`src/include/ircmt_params.svh`:
```
// constants and contract list for the infrared carrier modulation timer
// Contract
// timer runs only while the run-enable bit is 1, idle otherwise.
// one dedicated infrared output pin and one dedicated infrared input pin.
// with run-enable 0, pin level and drive follow the manual bits.
// carrier high time from upper byte, low time from lower byte.
// data bit and modulation time select carrier or idle level.
// transmit start loads counter from modulation time, then counts down.
// receive makes the counter count up from its current value.
// a config bit selects clear-on-capture or free running in receive.
// counter wrap from maximum to zero sets the overflow flag.
// overflow interrupts the CPU only when interrupt-enable is 1.
// timer clock is system clock over 2^divider; carrier times are byte+1.
// at zero, next carrier clock reloads, resamples, sets flag, interrupts.
// data 1 sends carrier (inverted by polarity); data 0 sends idle level.
// each qualified receive edge copies pin level and counter value.
// the overflow flag stays set until software clears it.
`ifndef IRCMT_PARAMS_SVH
`define IRCMT_PARAMS_SVH
`define IRCMT_ADDR_W 3
`define IRCMT_OFS_CTRL 3'h0
`define IRCMT_OFS_CARRIER 3'h1
`define IRCMT_OFS_MODTIME 3'h2
`define IRCMT_OFS_VALUE 3'h3
`define IRCMT_OFS_STATUS 3'h4
`define IRCMT_OFS_MASK 3'h5
`define IRCMT_OFS_POWER 3'h6
`define IRCMT_CTRL_EN 0
`define IRCMT_CTRL_TX 1
`define IRCMT_CTRL_DATA 2
`define IRCMT_CTRL_POL 3
`define IRCMT_CTRL_RELOAD 4
`define IRCMT_CTRL_RXSEL 5
`define IRCMT_CTRL_DIV 7
`define IRCMT_CTRL_CFME 10
`define IRCMT_PWR_OUT 0
`define IRCMT_PWR_OE 1
`define IRCMT_ST_IF 0
`define IRCMT_ST_OV 1
`define IRCMT_RST_16 16'h0000
`define IRCMT_CNT_MAX 16'hFFFF
`endif

```
`src/include/ircmt_pkg.sv`:
```
// types for the infrared carrier modulation timer
package ircmt_pkg;
  typedef enum logic [2:0] {
    IRCMT_IDLE = 3'b001,
    IRCMT_TX = 3'b010,
    IRCMT_RX = 3'b100
  } ircmt_state_type;
  typedef logic [15:0] ircmt_word_type;
endpackage : ircmt_pkg

```
`src/hdl/ircmt_clkdiv.sv`:
```
// timer clock enable divider: one pulse every 2^div system clocks
`timescale 1ns/10ps
`default_nettype none
module ircmt_clkdiv
(
  input wire logic i_clk_sys,
  input wire logic i_rst_b,
  input wire logic i_run,
  input wire logic [2:0] i_div,
  output logic o_tick
);
  logic [6:0] cnt_r;
  logic [6:0] lim;

  // limit is 2^div minus one; div 0 gives a pulse every cycle
  assign lim = 7'((8'h01 << i_div) - 8'h01);

  // counter restarts whenever the timer is stopped
  always_ff @(posedge i_clk_sys or negedge i_rst_b)
  begin
    if (!i_rst_b)
    begin
      cnt_r <= 7'h00;
      o_tick <= 1'b0;
    end
    else if (!i_run)
    begin
      cnt_r <= 7'h00;
      o_tick <= 1'b0;
    end
    else if (cnt_r >= lim)
    begin
      cnt_r <= 7'h00;
      o_tick <= 1'b1;
    end
    else
    begin
      cnt_r <= cnt_r + 7'h01;
      o_tick <= 1'b0;
    end
  end
endmodule : ircmt_clkdiv
`default_nettype wire

```
`src/hdl/ircmt_top.sv`:
```
// infrared carrier modulation timer with avalon-mm register slave
//
// Local design decisions: the Avalon-MM register port and the placing of the registers.
`timescale 1ns/10ps
`default_nettype none
`include "ircmt_params.svh"
module ircmt_top
(
  input wire logic i_clk_sys,
  input wire logic i_rst_b,
  input wire logic [`IRCMT_ADDR_W-1:0] i_avs_address,
  input wire logic i_avs_read,
  input wire logic i_avs_write,
  input wire logic [31:0] i_avs_writedata,
  input wire logic [3:0] i_avs_byteenable,
  output logic [31:0] o_avs_readdata,
  output logic o_avs_waitrequest,
  output logic o_irq,
  input wire logic i_infrared_in_pin,
  output logic o_infrared_out_pin,
  output logic o_infrared_out_pin_oe
);
  import ircmt_pkg::*;

  // control and data registers
  logic timer_run_enable_r;
  logic transmit_select_bit_r;
  logic modulation_data_bit_r;
  logic output_polarity_bit_r;
  logic reload_on_capture_r;
  logic [1:0] edge_select_r;
  logic [2:0] timer_clock_divider_r;
  logic clock_mode_fine_r;
  logic manual_out_level_r;
  logic manual_out_drive_enable_r;
  ircmt_word_type carrier_timing_reg_r;
  ircmt_word_type modulation_time_reg_r;
  ircmt_word_type value_counter_r;
  logic infrared_irq_flag_r;
  logic counter_overflow_flag_r;
  logic [1:0] irq_mask_r;
  ircmt_state_type state_r;
  // latched transmit settings for the current interval
  ircmt_word_type carrier_lat_r;
  logic data_lat_r;
  logic pol_lat_r;
  logic carrier_phase_r;
  logic [7:0] carrier_cnt_r;
  logic rx_s1_r;
  logic rx_s2_r;
  logic rx_prev_r;
  logic ack_r;

  logic tick;
  logic carrier_tick;
  logic cnt_clk;
  logic wr_acc;
  logic rd_acc;
  logic tx_start;
  logic tx_reload;
  logic rx_edge;
  logic rx_wrap;
  logic [31:0] rd_mux;
  logic [7:0] phase_lim;

  ircmt_clkdiv u_ircmt_clkdiv
  (
    .i_clk_sys(i_clk_sys),
    .i_rst_b(i_rst_b),
    .i_run(timer_run_enable_r),
    .i_div(timer_clock_divider_r),
    .o_tick(tick)
  );

  // bus strobes; one wait state so every answer comes from a register
  assign wr_acc = i_avs_write && ack_r;
  assign rd_acc = i_avs_read && ack_r;

  // acknowledge flop: high in the second cycle of each request
  always_ff @(posedge i_clk_sys or negedge i_rst_b)
  begin
    if (!i_rst_b)
      ack_r <= 1'b0;
    else
      ack_r <= (i_avs_read || i_avs_write) && !ack_r;
  end

  always_comb
  begin
    o_avs_waitrequest = !ack_r;
  end

  // control register write
  always_ff @(posedge i_clk_sys or negedge i_rst_b)
  begin
    if (!i_rst_b)
    begin
      timer_run_enable_r <= 1'b0;
      transmit_select_bit_r <= 1'b0;
      output_polarity_bit_r <= 1'b0;
      reload_on_capture_r <= 1'b0;
      edge_select_r <= 2'h0;
      timer_clock_divider_r <= 3'h0;
      clock_mode_fine_r <= 1'b0;
      manual_out_level_r <= 1'b0;
      manual_out_drive_enable_r <= 1'b0;
      carrier_timing_reg_r <= `IRCMT_RST_16;
      irq_mask_r <= 2'h0;
    end
    else if (wr_acc && i_avs_byteenable[0])
    begin
      if (i_avs_address == `IRCMT_OFS_CTRL)
      begin
        timer_run_enable_r <= i_avs_writedata[`IRCMT_CTRL_EN];
        transmit_select_bit_r <= i_avs_writedata[`IRCMT_CTRL_TX];
        output_polarity_bit_r <= i_avs_writedata[`IRCMT_CTRL_POL];
        reload_on_capture_r <= i_avs_writedata[`IRCMT_CTRL_RELOAD];
        edge_select_r <= i_avs_writedata[`IRCMT_CTRL_RXSEL +: 2];
        timer_clock_divider_r <= i_avs_writedata[`IRCMT_CTRL_DIV +: 3];
        clock_mode_fine_r <= i_avs_writedata[`IRCMT_CTRL_CFME];
      end
      else if (i_avs_address == `IRCMT_OFS_CARRIER)
        carrier_timing_reg_r <= i_avs_writedata[15:0];
      else if (i_avs_address == `IRCMT_OFS_MASK)
        irq_mask_r <= i_avs_writedata[1:0];
      else if (i_avs_address == `IRCMT_OFS_POWER)
      begin
        manual_out_level_r <= i_avs_writedata[`IRCMT_PWR_OUT];
        manual_out_drive_enable_r <= i_avs_writedata[`IRCMT_PWR_OE];
      end
    end
  end

  // receive pin synchroniser, edge detect only on the second stage
  always_ff @(posedge i_clk_sys or negedge i_rst_b)
  begin
    if (!i_rst_b)
    begin
      rx_s1_r <= 1'b0;
      rx_s2_r <= 1'b0;
      rx_prev_r <= 1'b0;
    end
    else
    begin
      rx_s1_r <= i_infrared_in_pin;
      rx_s2_r <= rx_s1_r;
      rx_prev_r <= rx_s2_r;
    end
  end

  // edge select: 0 falling, 1 rising, 2 and 3 both
  always_comb
  begin
    rx_edge = 1'b0;
    if (state_r == IRCMT_RX)
    begin
      if (edge_select_r == 2'h0)
        rx_edge = rx_prev_r && !rx_s2_r;
      else if (edge_select_r == 2'h1)
        rx_edge = !rx_prev_r && rx_s2_r;
      else
        rx_edge = rx_prev_r ^ rx_s2_r;
    end
  end

  // state: transmit or receive only while run-enable is set
  always_ff @(posedge i_clk_sys or negedge i_rst_b)
  begin
    if (!i_rst_b)
      state_r <= IRCMT_IDLE;
    else if (!timer_run_enable_r)
      state_r <= IRCMT_IDLE;
    else if (transmit_select_bit_r)
      state_r <= IRCMT_TX;
    else
      state_r <= IRCMT_RX;
  end

  // transmit begins on entry to the transmit state from either other state
  assign tx_start = timer_run_enable_r && transmit_select_bit_r && (state_r != IRCMT_TX);

  // carrier generator; a phase ends after byte+1 timer clocks
  assign phase_lim = carrier_phase_r ? carrier_lat_r[15:8] : carrier_lat_r[7:0];
  assign carrier_tick = tick && !carrier_phase_r && (carrier_cnt_r == phase_lim);
  assign cnt_clk = clock_mode_fine_r ? tick : carrier_tick;
  assign tx_reload = (state_r == IRCMT_TX) && cnt_clk && (value_counter_r == `IRCMT_RST_16);

  always_ff @(posedge i_clk_sys or negedge i_rst_b)
  begin
    if (!i_rst_b)
    begin
      carrier_phase_r <= 1'b1;
      carrier_cnt_r <= 8'h00;
    end
    else if (state_r == IRCMT_IDLE || tx_start)
    begin
      carrier_phase_r <= 1'b1;
      carrier_cnt_r <= 8'h00;
    end
    else if (tick)
    begin
      if (carrier_cnt_r == phase_lim)
      begin
        carrier_cnt_r <= 8'h00;
        carrier_phase_r <= !carrier_phase_r;
      end
      else
        carrier_cnt_r <= carrier_cnt_r + 8'h01;
    end
  end

  // interval settings latched at start and at each reload
  always_ff @(posedge i_clk_sys or negedge i_rst_b)
  begin
    if (!i_rst_b)
    begin
      carrier_lat_r <= `IRCMT_RST_16;
      data_lat_r <= 1'b0;
      pol_lat_r <= 1'b0;
    end
    else if (tx_start || tx_reload || state_r != IRCMT_TX)
    begin
      carrier_lat_r <= carrier_timing_reg_r;
      data_lat_r <= modulation_data_bit_r;
      pol_lat_r <= output_polarity_bit_r;
    end
  end

  // value counter: down in transmit, up in receive, writable by software
  assign rx_wrap = (state_r == IRCMT_RX) && cnt_clk && (value_counter_r == `IRCMT_CNT_MAX);

  always_ff @(posedge i_clk_sys or negedge i_rst_b)
  begin
    if (!i_rst_b)
      value_counter_r <= `IRCMT_RST_16;
    else if (tx_start || tx_reload)
      value_counter_r <= modulation_time_reg_r;
    else if (state_r == IRCMT_TX && cnt_clk)
      value_counter_r <= value_counter_r - 16'h0001;
    else if (rx_edge && reload_on_capture_r)
      value_counter_r <= `IRCMT_RST_16;
    else if (state_r == IRCMT_RX && cnt_clk)
      value_counter_r <= value_counter_r + 16'h0001;
    else if (wr_acc && i_avs_address == `IRCMT_OFS_VALUE && i_avs_byteenable[0])
      value_counter_r <= i_avs_writedata[15:0];
  end

  // modulation time and data bit; capture overrides a software write
  always_ff @(posedge i_clk_sys or negedge i_rst_b)
  begin
    if (!i_rst_b)
    begin
      modulation_time_reg_r <= `IRCMT_RST_16;
      modulation_data_bit_r <= 1'b0;
    end
    else if (rx_edge)
    begin
      modulation_time_reg_r <= value_counter_r;
      modulation_data_bit_r <= rx_s2_r;
    end
    else if (wr_acc && i_avs_byteenable[0])
    begin
      if (i_avs_address == `IRCMT_OFS_MODTIME)
        modulation_time_reg_r <= i_avs_writedata[15:0];
      else if (i_avs_address == `IRCMT_OFS_CTRL)
        modulation_data_bit_r <= i_avs_writedata[`IRCMT_CTRL_DATA];
    end
  end

  // sticky flags: hardware set wins over write-one-to-clear
  always_ff @(posedge i_clk_sys or negedge i_rst_b)
  begin
    if (!i_rst_b)
    begin
      infrared_irq_flag_r <= 1'b0;
      counter_overflow_flag_r <= 1'b0;
    end
    else
    begin
      if (tx_reload || rx_edge)
        infrared_irq_flag_r <= 1'b1;
      else if (wr_acc && i_avs_address == `IRCMT_OFS_STATUS && i_avs_writedata[`IRCMT_ST_IF])
        infrared_irq_flag_r <= 1'b0;
      if (rx_wrap)
        counter_overflow_flag_r <= 1'b1;
      else if (wr_acc && i_avs_address == `IRCMT_OFS_STATUS && i_avs_writedata[`IRCMT_ST_OV])
        counter_overflow_flag_r <= 1'b0;
    end
  end

  // interrupt is a level from a flop, gated by the mask
  always_ff @(posedge i_clk_sys or negedge i_rst_b)
  begin
    if (!i_rst_b)
      o_irq <= 1'b0;
    else
      o_irq <= (infrared_irq_flag_r && irq_mask_r[`IRCMT_ST_IF]) ||
               (counter_overflow_flag_r && irq_mask_r[`IRCMT_ST_OV]);
  end

  // output pin: manual bits when stopped, modulated carrier when transmitting
  always_ff @(posedge i_clk_sys or negedge i_rst_b)
  begin
    if (!i_rst_b)
    begin
      o_infrared_out_pin <= 1'b0;
      o_infrared_out_pin_oe <= 1'b0;
    end
    else if (!timer_run_enable_r)
    begin
      o_infrared_out_pin <= manual_out_level_r;
      o_infrared_out_pin_oe <= manual_out_drive_enable_r;
    end
    else
    begin
      o_infrared_out_pin_oe <= 1'b1;
      if (state_r == IRCMT_TX && data_lat_r)
        o_infrared_out_pin <= carrier_phase_r ^ pol_lat_r;
      else
        o_infrared_out_pin <= pol_lat_r;
    end
  end

  // read mux; unmapped addresses read zero
  always_comb
  begin
    rd_mux = 32'h0000_0000;
    if (i_avs_address == `IRCMT_OFS_CTRL)
      rd_mux = {21'h000000, clock_mode_fine_r, timer_clock_divider_r, edge_select_r,
                reload_on_capture_r, output_polarity_bit_r, modulation_data_bit_r,
                transmit_select_bit_r, timer_run_enable_r};
    else if (i_avs_address == `IRCMT_OFS_CARRIER)
      rd_mux = {16'h0000, carrier_timing_reg_r};
    else if (i_avs_address == `IRCMT_OFS_MODTIME)
      rd_mux = {16'h0000, modulation_time_reg_r};
    else if (i_avs_address == `IRCMT_OFS_VALUE)
      rd_mux = {16'h0000, value_counter_r};
    else if (i_avs_address == `IRCMT_OFS_STATUS)
      rd_mux = {30'h00000000, counter_overflow_flag_r, infrared_irq_flag_r};
    else if (i_avs_address == `IRCMT_OFS_MASK)
      rd_mux = {30'h00000000, irq_mask_r};
    else if (i_avs_address == `IRCMT_OFS_POWER)
      rd_mux = {30'h00000000, manual_out_drive_enable_r, manual_out_level_r};
  end

  // read data registered in the wait cycle, stands at the acknowledging edge
  always_ff @(posedge i_clk_sys or negedge i_rst_b)
  begin
    if (!i_rst_b)
      o_avs_readdata <= 32'h0000_0000;
    else if (i_avs_read && !ack_r)
      o_avs_readdata <= rd_mux;
  end
endmodule : ircmt_top
`default_nettype wire

```
`config.mk`:
```
export PLATFORM = sky130hd
export DESIGN_NAME = ircmt_top
export DESIGN_NICKNAME = d
export VERILOG_FILES = /design/src/include/ircmt_pkg.sv /design/src/hdl/ircmt_clkdiv.sv /design/src/hdl/ircmt_top.sv
export VERILOG_INCLUDE_DIRS = /design/src /design/src/include
export SDC_FILE = /design/constraint.sdc
export NUM_CORES = 1
export LEC_CHECK = 0
export ABC_AREA = 1
export BUFFER_PORTS_ARGS = -buffer_cell sky130_fd_sc_hd__buf_2
export CAP_MARGIN = 20
export CORE_MARGIN = 2
export CORE_UTILIZATION = 51
export DETAILED_ROUTE_END_ITERATION = 12
export HOLD_SLACK_MARGIN = 0.15
export PLACE_DENSITY = 0.79
export SLEW_MARGIN = 30
export SYNTH_ARGS = -nofsm -noshare
export SYNTH_HDL_FRONTEND = slang
export SYNTH_SLANG_ARGS = --single-unit
```
`constraint.sdc`:
```
create_clock -name i_clk_sys -period 4.9 [get_ports i_clk_sys]
set_input_delay 0.98 -clock i_clk_sys [delete_from_list [all_inputs] [get_ports i_clk_sys]]
set_output_delay 0.98 -clock i_clk_sys [all_outputs]
set_load 0.005 [all_outputs]
```
# Word-level counts from Yosys, hierarchy flattened
# Index checks and enable logic that the tools add are counted.
# op_classes
addsub	5
multipliers	0
div_mod_pow	0
n_lt_le_gt_ge	1
eq_ne	14
shift	1
n_mux	43
bitwise_logic	5
reduce_logical	51
# ops
cell	count
two-way mux 16 bit	12
two-way mux 8 bit	4
logical AND 1 bit	23
two-way mux 1 bit	20
adder 16 x 1 -> 16 bit (second input constant)	1
equality test 16 bit (second input constant)	1
zero test 16 bit	1
subtractor 16 x 1 -> 16 bit (second input constant)	1
two-way mux 7 bit	2
nonzero test 2 bit	7
equality test 3 bit (second input constant)	4
equality test 3 x 2 -> 1 bit (second input constant)	3
adder 8 x 1 -> 8 bit (second input constant)	1
equality test 8 bit	1
adder 7 x 1 -> 7 bit (second input constant)	1
>= comparator 7 bit	1
left shift 1 x 3 -> 7 bit (first input constant)	1
subtractor 7 x 1 -> 7 bit (second input constant)	1
equality test 3 x 1 -> 1 bit (second input constant)	2
logical OR 1 bit	6
two-way mux 2 bit	3
two-way mux 3 bit	2
AND reduction 2 bit	3
AND reduction 3 bit	2
other kinds (11)	17
# word_totals
reg_bits	142
latch_bits	0
ram_bits	0
romBits	0
out_inout_bits	36
wordCells	152
n_memories	0

# Longest topological paths before layout
# Gate-level depths: netlist of run 1.
# logic_depth
ltp_word	9
ltp_mapped	18
ltp_nobuf	16

# Modules after synthesis
# Synthesis of run 1 repeated with hierarchy kept, for this count alone.
# hier_totals
cells_unflattened	994
area_unflattened_um2	7429.6
# modules_own_cells
mod	n_inst	cells_each	area_each_um2	seq_area_each_um2
ircmt_top	1	909	6816.5	2955.3
ircmt_clkdiv	1	85	613.1	200.2

# Worst setup path before layout of run 1
# OpenSTA, ideal clock, no wires.
# synth_path
path_type	input to register
startpoint	input port i_avs_address[2]
endpoint	register carrier_timing_reg_r[10]
t_arrival_ns	2.208
required_time_ns	4.775
setup_slack_ns	2.567
cell_stages	7
n_path_buf	1
cell_sequence	nor2_1 -> inv_1 -> nor2_1 -> inv_1 -> nor2_1 -> buf_2 -> mux2_2
# synth_between
elab_chain_len	3
elab_cells_between_ends	4
classes_between	eq/ne: 1; bitwise: 1; reduce/logical: 2
# synth_lines
item	line	rtl
start, declared	ircmt_top.sv:11	input wire logic [`IRCMT_ADDR_W-1:0] i_avs_address,
zero test 3 bit (no line)	n/a	
NOT 1 bit (no line)	n/a	
AND reduction 3 bit (no line) *	n/a	
end signal, assigned	ircmt_top.sv:107	carrier_timing_reg_r <= `IRCMT_RST_16;
end signal, assigned	ircmt_top.sv:123	carrier_timing_reg_r <= i_avs_writedata[15:0];
end, declared	ircmt_top.sv:36	ircmt_word_type carrier_timing_reg_r;
# Every way passes the cells marked *; elsewhere a longest branch is shown, timed or not.
# A chain may end at the register's enable or synchronous reset.

# Final worst setup path of run 1
# layout_path
startpoint	register carrier_phase_r
endpoint	register value_counter_r[1]
# layout_between
elab_chain_len	9
elab_cells_between_ends	15
classes_between	eq/ne: 1; mux: 6; reduce/logical: 8
# layout_lines
item	line	rtl
start, declared	ircmt_top.sv:47	logic carrier_phase_r;
start signal, assigned	ircmt_top.sv:205	carrier_phase_r <= !carrier_phase_r;
two-way mux 8 bit / zero test 1 bit (equally long branches)	ircmt_top.sv:183, ircmt_top.sv:184	
equality test 8 bit / logical AND 1 bit (equally long branches)	ircmt_top.sv:184	assign carrier_tick = tick && !carrier_phase_r && (carrier_cnt_r == phase_lim);
logical AND 1 bit *	ircmt_top.sv:184	
two-way mux 1 bit *	ircmt_top.sv:185	assign cnt_clk = clock_mode_fine_r ? tick : carrier_tick;
logical AND 1 bit	ircmt_top.sv:242	else if (state_r == IRCMT_RX && cnt_clk)
two-way mux 16 bit	ircmt_top.sv:242	
two-way mux 16 bit	ircmt_top.sv:240	else if (rx_edge && reload_on_capture_r)
two-way mux 16 bit	ircmt_top.sv:238	else if (state_r == IRCMT_TX && cnt_clk)
two-way mux 16 bit	ircmt_top.sv:236	else if (tx_start || tx_reload)
end signal, assigned	ircmt_top.sv:237	value_counter_r <= modulation_time_reg_r;
end signal, assigned	ircmt_top.sv:239	value_counter_r <= value_counter_r - 16'h0001;
end signal, assigned	ircmt_top.sv:241	value_counter_r <= `IRCMT_RST_16;
end, declared	ircmt_top.sv:38	ircmt_word_type value_counter_r;
# Marked as above.

==> out/metrics.cfg, run 1 <==
[routing]
viasPerCell=5.539
firstDrtPassIters=6
drc=0
drtIter0Drc=549
via_count=6592
totalWireLength_um=19290
wl_per_cell_um=16.21
ant_nets=0

[yosys]
ys_async_sr_fraction=1.000
netlist.area_leader.share=0.4164
synth-edff-count=0
ys_warn_count=0
synth_flop_cell=dfrtp_1
synth_cells=955
synth.distinct_cells=47
yosysTopAreaCell=dfrtp_1
synthTopCellsByArea=dfrtp_1 (42%), nand2_1 (12%), nand3_1 (6.4%)
synth_area_per_cell_um2=7.803
synth-seq-cells=126
ys_seq_area_frac=0.4234
synth_area_um2=7452

[clock_tree]
clk_pin_slew_ns=0.06
clock_path_buffers=2
insertion_delay_ns=0.43
cts_tree=done
cts_resized=0
ctsHoldBuffers=0
cts_sinks=126
htreeDepth=4
cts_root_buf=clkbuf_16
cts_setup_buffers=0
cts_made_buffers=17

[sta]
setup_viol=0
fmax_ghz=0.2925
rsz0062_at_grt=false
tightest_slew_ns=0.7991
slew_headroom=0.4653
setup_tns_ns=0
drv_slew=0
hold_viol_final=0
finClkSkew_ns=0.005826
finalCritPeriodShare=0.6977
layout_min_cycle_time_ns=3.419

[floorplanning]
start_util=0.5167
boundaryPins=80
chipHeight_um=124.9
core_area_um2=14420
die_area_um2=15600
die_w_um=124.9
row_count=44

[worst_setup_path]
worstPathMaxFanout=22
cp.arrival_ns=3.79
cp_num_buf_inv=2
crit_type=flop to flop
cp_common_cell=nand2_1
crit_path_end_kind=flop
cp_cell_sequence=inv_2, nand2_1, nand3b_1, nand2_1, nand2_1, nor2_2, nand3_2, nand2_4, nand3_2, nand2_2, inv_2, nand2_8, nand3_1, nand2_1
cpLargestDelayFamily=simple AND/OR/NAND/NOR gates
r2r_cells=14
max_stage_delay_ns=0.71
crit_cells=14
required_ns=5.27
crit_path_start_kind=flop
cp_slowest_cell=dfstp_2

[min_path]
hold_path_depth=0
hp-class=flop to flop

[grt]
antenna_found_initial=0
grt_pass1_wl_um=32080
grt.overflow.total=0
grt_use_total=0.2573
grt_pass1_vias=6353
grt_start_max_net_pins=61

[cells_and_area]
post-route-cell-area_um2=8348
nNetsFinal=1051
syn_to_final_growth_pct=12.02
layout_commonest_cell=nand2_1
mostFrequentLayoutCells=nand2_1 (235), dfrtp_1 (124), nor2_1 (104)
num_antenna_cells=0
drive_gt1_frac=0.1302
final_util=0.5788

[pwr]
ir_drop_mv=0.3267
power_mw=4.333
power-per-cell-area_nw_per_um2=519.1
power.leakage_nw=4.062

[job]
cap_viol_max_count=0

[placed_design]
place_area_um2=7709
gp_congestion=0.9602
port_buffers=44
post-dp-hpwl_um=13430

[outcome]
outcome=finished clean

-- Yosys cell counts (11+ instances only) --
library cell and instances:
nand2_1 235, dfrtp_1 124, nor2_1 104, inv_1 101, nand3_1 95, o21ai_0 37
xor2_1 31, a21oi_1 28, buf_4 19, o221ai_1 16, clkbuf_1 14, ha_1 14
nor3_1 14, o22ai_1 14, nand3_2 12, nand4_1 12, buf_2 11
-- flip-flops by register name, summed over array words and instances (netlist names), 2 cells and up --
register,count
carrier_lat_r,16
carrier_timing_reg_r,16
modulation_time_reg_r,16
o_avs_readdata,16
value_counter_r,16
carrier_cnt_r,8
u_ircmt_clkdiv.cnt_r,7
state_r,3
timer_clock_divider_r,3
edge_select_r,2
irq_mask_r,2
-- power by group --
group | total [mW] | internal [mW] | switching, mW | leakage [nW]
Clock | 1.37 | 0.882 | 0.491 | 0.304
Combinational | 1.36 | 0.470 | 0.886 | 2.20
Sequential | 1.60 | 1.34 | 0.261 | 1.56
-- layout make-up --
cell class	count	area (um^2)
Multi-Input combinational cell	686	3620
Timing Repair Buffer	54	297.8
Clock inverter	12	182.7
Tap cell	184	230.2
Inverter	108	405.4
Clock buffer	20	456.7
Sequential cell	126	3156
Fill cell	1321	6076
-- per-layer routing --
layer / GRT usage / vias up / part of all wire
li1: - / 3179 / -
met1: 0.3328 / 3098 / 0.42
met2: 0.4169 / 268 / 0.47
met3: 0.05971 / 47 / 0.075
met4: 0.1085 / 0 / 0.033
met5: 0 / - / 0
-- through the flow --
step,cells,hold WS [ns],setup WS (ns)
2_1_floorplan,970,0.3312,2.567
5_1_grt,1190,0.3602,1.215
3_5_place_dp,1158,0.3347,1.564
6_report,1190,0.3426,1.481
3_3_place_gp,1158,0.3348,1.559
4_1_cts,1190,0.3442,1.514
-- worst paths after layout --
| check | startpoint | to | slack, ns |
|---|---|---|---|
| min reg2reg | rx_s1_r$_DFF_PN0_ | rx_s2_r$_DFF_PN0_ | 0.34 |
| max reg2reg | carrier_phase_r$_DFFE_PN1P_ | value_counter_r[1]$_DFFE_PN0P_ | 1.48 |
| max | carrier_phase_r$_DFFE_PN1P_ | value_counter_r[1]$_DFFE_PN0P_ | 1.48 |
| min | rx_s1_r$_DFF_PN0_ | rx_s2_r$_DFF_PN0_ | 0.34 |
| min in group asynchronous | i_rst_b | u_ircmt_clkdiv.cnt_r[3]$_DFF_PN0_ | 0.61 |
| max in group asynchronous | i_rst_b | modulation_time_reg_r[12]$_DFFE_PN0P_ | 3.30 |
-- cell families after synthesis --
logic type      synth area share
compound gates           0.09805
xor+xnor                 0.03878
fa+ha+maj                0.02351
buf+inv                  0.09839
flops                     0.4234
mux                      0.01209
other cells            0.0005032
simple gates              0.3052
Power figures use the tool's default switching activity.
==> run 2, diff against run 1 <==
PLACE_DENSITY = 0.82   (was 0.79)
clock period = 2.79 ns   (was 4.9 ns; I/O delays follow)
==> out/metrics.cfg, run 2 (synthesized netlist as in run 1, its figures left out) <==
[outcome]
outcome=finished clean

[clock_tree]
cts_sinks=126  ; unchanged
clk_pin_slew_ns=0.06  ; about the same
cts_made_buffers=17  ; unchanged
htreeDepth=4  ; unchanged
cts_tree=done
insertion_delay_ns=0.43  ; about the same
cts_setup_buffers=0  ; unchanged
cts_root_buf=clkbuf_16
clock_path_buffers=2  ; unchanged

[routing]
via_count=6770  ; +2.7%
totalWireLength_um=20020  ; +3.8%
viasPerCell=5.628  ; +1.6%
drc=0  ; unchanged
wl_per_cell_um=16.65  ; +2.7%
drtIter0Drc=709  ; +29%
ant_nets=0  ; unchanged
firstDrtPassIters=6  ; unchanged

[worst_setup_path]
crit_type=flop to flop
cp.arrival_ns=2.90  ; -0.89 ns
r2r_cells=14  ; unchanged
worstPathMaxFanout=13  ; -41%
crit_path_start_kind=flop
required_ns=3.10  ; -2.17 ns
crit_path_end_kind=flop

[sta]
setup_tns_ns=0  ; unchanged
tightest_slew_ns=0.7280  ; -0.07111 ns
finalCritPeriodShare=0.9285  ; +0.2308
drv_slew=0  ; unchanged
rsz0062_at_grt=false
hold_viol_final=0  ; unchanged
setup_viol=0  ; unchanged
slew_headroom=0.5147  ; +0.04937
layout_min_cycle_time_ns=2.590  ; -0.8282 ns
finClkSkew_ns=0.009655  ; +0.003830 ns
fmax_ghz=0.3860  ; +32%

[grt]
grt_use_total=0.2615  ; +0.004246
grt_pass1_wl_um=32640  ; +1.8%
antenna_found_initial=0  ; unchanged
grt_pass1_vias=6562  ; +3.3%
grt.overflow.total=0  ; unchanged
grt_start_max_net_pins=57  ; -6.6%

[floorplanning]
core_area_um2=14420  ; unchanged
die_area_um2=15600  ; unchanged
row_count=44  ; unchanged
chipHeight_um=124.9  ; unchanged
start_util=0.5167  ; unchanged
die_w_um=124.9  ; unchanged
boundaryPins=80  ; unchanged

[job]
cap_viol_max_count=0  ; unchanged

[placed_design]
port_buffers=44  ; unchanged
post-dp-hpwl_um=13860  ; +3.3%
gp_congestion=0.9915  ; +3.3%

[cells_and_area]
num_antenna_cells=0  ; unchanged
layout_commonest_cell=nand2_1
nNetsFinal=1064  ; +1.2%
mostFrequentLayoutCells=nand2_1 (235), dfrtp_1 (124), nor2_1 (104)
syn_to_final_growth_pct=13.26
drive_gt1_frac=0.1423  ; +0.01208

[pwr]
power_mw=7.572  ; +75%
swShare=0.3923  ; +0.01460
p_clk_frac=0.300  ; -0.017
seqPwrFrac=0.374  ; +0.004
power.leakage_nw=4.117  ; +1.4%
p_sw_mw=2.971  ; +81%
ir_drop_mv=0.5437  ; +66%
share_comb_of_total_power=0.327  ; +0.014
power-per-cell-area_nw_per_um2=897.0  ; +73%
p_int_mw=4.601  ; +71%

[min_path]
hp-class=input port to asynchronous set/reset pin

[run 2: area by class of cell]
class                           count  area [um^2]
Fill cell                        1234         5983
Multi-Input combinational cell    686         3633
Sequential cell                   126         3159
Clock buffer                       19        452.9
Timing Repair Buffer               67        407.9
Inverter                          108        407.9
Tap cell                          184        230.2
Clock inverter                     13        148.9
[run 2: critical path, cell delays in order, from the launching register on]
cell and delay (ns):
dfstp_4 0.71, inv_2 0.11, nand2_1 0.10, nand3b_1 0.08, nand2_1 0.07, nand2_1 0.08
nor2_2 0.15, nand3_2 0.13, nand2_4 0.21, nand3_2 0.14, nand2_4 0.18, buf_4 0.23
nand2_1 0.12, nand3_2 0.09, nand2_1 0.06
[run 2: metal layers]
layer / wire length (um) / track usage
met4: 678 / 0.1196
met5: 0 / 0
met2: 9725 / 0.4336
met1: 8189 / 0.3301
met3: 1429 / 0.05412
[run 2: path summary, 6_finish.rpt]
kind                                        startpoint                                    end  slack [ns]
max in group asynchronous                      i_rst_b  modulation_time_reg_r[14]$_DFFE_PN0P_        1.80
hold reg to reg                      rx_s1_r$_DFF_PN0_                      rx_s2_r$_DFF_PN0_        0.35
setup reg to reg           carrier_phase_r$_DFFE_PN1P_        value_counter_r[10]$_DFFE_PN0P_        0.20
setup / recovery           carrier_phase_r$_DFFE_PN1P_        value_counter_r[10]$_DFFE_PN0P_        0.20
hold / removal                                 i_rst_b      u_ircmt_clkdiv.cnt_r[2]$_DFF_PN0_        0.19
min in group i_clk_sys               i_infrared_in_pin                      rx_s1_r$_DFF_PN0_        0.24
[run 2: power by group through the flow]
stage | Sequential (mW) | Clock, mW | Combinational, mW
3_3_place_gp | 2.82 | 0 | 2.31
6_report | 2.83 | 2.27 | 2.47
5_1_grt | 2.89 | 2.37 | 2.75
3_5_place_dp | 2.83 | 0 | 2.38
4_1_cts | 2.81 | 2.28 | 2.42
2_1_floorplan | 2.68 | 0 | 1.86
[run 2: timing repair]
| action | 4_1_cts | 5_1_grt |
|---|---|---|
| gates resized for setup | 0 | 5 |
| hold buffers | 0 | 0 |
| endpoints found under the setup margin | 0 | 17 |
[run 2: metrics by stage]
| stage | area [um^2] | hold WS [ns] | util | setup WS [ns] | cells |
|---|---|---|---|---|---|
| 5_1_grt | 8441 | 0.2259 | 0.5852 | 0.003522 | 1203 |
| 6_report | 8441 | 0.1932 | 0.5852 | 0.1995 | 1203 |
| 4_1_cts | 8421 | 0.2080 | 0.5838 | 0.07398 | 1203 |
| 3_5_place_dp | 7819 | 0.3347 | 0.5421 | 0.1124 | 1171 |
| 3_3_place_gp | 7819 | 0.3324 | 0.5421 | 0.2060 | 1171 |
| 2_1_floorplan | 7508 | 0.2624 | - | 0.8027 | 970 |
==> run 3, diff against run 2 <==
SYNTH_HIERARCHICAL = 1   (was not set)
==> out/metrics.cfg, run 3 <==
[yosys]
synth_area_um2=7430  ; -0.30%
ys_async_sr_fraction=1.000  ; unchanged
ys_seq_area_frac=0.4247  ; +0.001284
synth_cells=994  ; +4.1%
synth-seq-cells=126  ; unchanged
ys_warn_count=6  ; +6
synth.distinct_cells=47  ; unchanged
synth_area_per_cell_um2=7.474  ; -4.2%
synth-edff-count=0  ; unchanged
synthTopCellsByArea=dfrtp_1 (42%), nand2_1 (14%), inv_1 (5.8%)
yosysMostFrequentCell=nand2_1
yosysTopAreaCell=dfrtp_1
netlist.area_leader.share=0.4176  ; +0.001262
synth_flop_cell=dfrtp_1
synth_common_cells=nand2_1 (274), dfrtp_1 (124), inv_1 (115)

[sta]
finalCritPeriodShare=0.8999  ; -0.02854
fin_ws_ns=0.2792  ; +0.07964 ns
hold_viol_final=0  ; unchanged
slew_headroom=0.5052  ; -0.009486
rsz0062_at_grt=false
finClkSkew_ns=0.005389  ; -0.004267 ns
layout_min_cycle_time_ns=2.511  ; -0.07964 ns
setup_viol=0  ; unchanged
drv_slew=0  ; unchanged
fmax_ghz=0.3983  ; +3.2%
hold_ws_ns=0.2384  ; +0.04519 ns
tightest_slew_ns=0.7414  ; +0.01341 ns
setup_tns_ns=0  ; unchanged

[cells_and_area]
mostFrequentLayoutCells=nand2_1 (274), dfrtp_1 (124), inv_1 (115)
layout_commonest_cell=nand2_1
syn_to_final_growth_pct=14.28
nNetsFinal=1103  ; +3.7%
final_util=0.5909  ; +0.005725
fin_cells=1242  ; +3.2%
post-route-cell-area_um2=8491  ; +0.59%
drive_gt1_frac=0.1096  ; -0.03266
num_antenna_cells=0  ; unchanged

[placed_design]
place_area_um2=7849  ; +0.38%
post-dp-hpwl_um=13600  ; -1.9%
post-place-ws_ns=0.3323  ; +0.2199 ns
port_buffers=44  ; unchanged
dp.cells=1209  ; +3.2%
gp_congestion=0.9837  ; -0.79%

[outcome]
outcome=finished clean

[worst_setup_path]
required_ns=3.10  ; about the same
cp_slowest_cell=dfstp_2
cp.arrival_ns=2.82  ; -0.08 ns
crit_path_end_kind=flop
cp_cell_sequence=inv_2, nand2_1, nand3b_1, nand2_1, nand2_1, nor2_1, nand3_2, nand2_4, nand4_4, nand2_4, inv_2, nand2_4, inv_4, nand2_1, nand2_1
crit_type=flop to flop
worstPathMaxFanout=17  ; +4
cp_common_cell=nand2_1
max_stage_delay_ns=0.68  ; -0.03 ns
crit_path_start_kind=flop

[routing]
ant_nets=0  ; unchanged
viasPerCell=5.457  ; -3.0%
drtIter0Drc=739  ; +4.2%
totalWireLength_um=18420  ; -8.0%
via_count=6777  ; +0.10%
firstDrtPassIters=6  ; unchanged
wl_per_cell_um=14.83  ; -11%
drc=0  ; unchanged

[clock_tree]
clock_path_buffers=2  ; unchanged
cts_setup_buffers=0  ; unchanged
insertion_delay_ns=0.43  ; about the same
cts_sinks=126  ; unchanged
htreeDepth=4  ; unchanged
clk_pin_slew_ns=0.05  ; about the same
cts_root_buf=clkbuf_16
cts_tree=done
cts_resized=0  ; unchanged
cts_made_buffers=17  ; unchanged

[pwr]
share_comb_of_total_power=0.344  ; +0.017
power.leakage_nw=4.231  ; +2.8%
p_sw_mw=3.023  ; +1.8%
p_clk_frac=0.301  ; about the same
power_mw=7.882  ; +4.1%
seqPwrFrac=0.356  ; -0.018
ir_drop_mv=0.5775  ; +6.2%
power-per-cell-area_nw_per_um2=928.3  ; +3.5%
p_int_mw=4.859  ; +5.6%
swShare=0.3835  ; -0.008797

[floorplanning]
core_area_um2=14370  ; -0.38%
boundaryPins=80  ; unchanged
row_count=44  ; unchanged
start_util=0.5171  ; about the same
die_area_um2=15550  ; -0.30%
die_w_um=124.7  ; -0.15%
chipHeight_um=124.7  ; -0.15%

[grt]
grt_start_max_net_pins=41  ; -28%
antenna_found_initial=0  ; unchanged
grt_use_total=0.2441  ; -0.01744
grt_pass1_vias=6273  ; -4.4%
grt.overflow.total=0  ; unchanged
grt_pass1_wl_um=30710  ; -5.9%

[min_path]
hp-class=input port to flop

[job]
cap_viol_max_count=0  ; unchanged

-- run 3: critical path, delay by kind of cell (launching register included) --
family,cells,cell delay [ns]
simple gates,12,1.37
flops,1,0.68
buf+inv,3,0.34
-- run 3: worst paths after layout --
check / from / to / slack [ns] / cells past startpoint
max reg2reg: carrier_phase_r$_DFFE_PN1P_ / value_counter_r[6]$_DFFE_PN0P_ / 0.28 / 15
max in group asynchronous: i_rst_b / value_counter_r[6]$_DFFE_PN0P_ / 1.47 / 3
min reg2reg: rx_s1_r$_DFF_PN0_ / rx_s2_r$_DFF_PN0_ / 0.35 / 0
max: carrier_phase_r$_DFFE_PN1P_ / value_counter_r[6]$_DFFE_PN0P_ / 0.28 / 15
min in group asynchronous: i_rst_b / u_ircmt_clkdiv/cnt_r[0]$_DFF_PN0_ / 0.66 / 2
min: i_infrared_in_pin / rx_s1_r$_DFF_PN0_ / 0.24 / 1
-- run 3: timing repair --
action	CTS	global route
hold endpoints to repair	36	0
hold buffers	1	0
setup endpoints to repair	0	0
-- run 3: cell type report --
class                      instances  area (um^2)
clock buffer                      26        499.2
clock inverter                     6        132.6
fill                            1247         5878
inverter                         124        467.9
multi-input combinational        710         3565
sequential                       126         3156
tap                              184        230.2
timing repair buffer              66        440.4
-- run 3: logic make-up (layout without fill, tap and decap cells) --
family / after synthesis / after routing / synth area share
muxes: 2 / 2 / 0.003031
buffers and inverters: 173 / 222 / 0.1031
AOI/OAI and AO/OA: 130 / 130 / 0.1090
DFF: 126 / 126 / 0.4247
xor gates and xnor gates: 31 / 31 / 0.03654
other: 1 / 16 / 0.0005047
adders and majority gates: 14 / 14 / 0.02358
and+or+nand+nor: 517 / 517 / 0.2996
-- run 3: routing by layer --
layer / track usage / share of wire
met1: 0.3223 / 0.44
met2: 0.3970 / 0.48
met3: 0.04253 / 0.058
met4: 0.1044 / 0.030
met5: 0 / 0
-- run 3: power by group through the flow --
stage / logic [mW] / clock network (mW) / registers, mW
2_1_floorplan: 2.06 / 0 / 2.68
3_3_place_gp: 2.57 / 0 / 2.81
3_5_place_dp: 2.65 / 0 / 2.82
4_1_cts: 2.68 / 2.39 / 2.80
5_1_grt: 3.06 / 2.49 / 2.87
6_report: 2.71 / 2.37 / 2.80
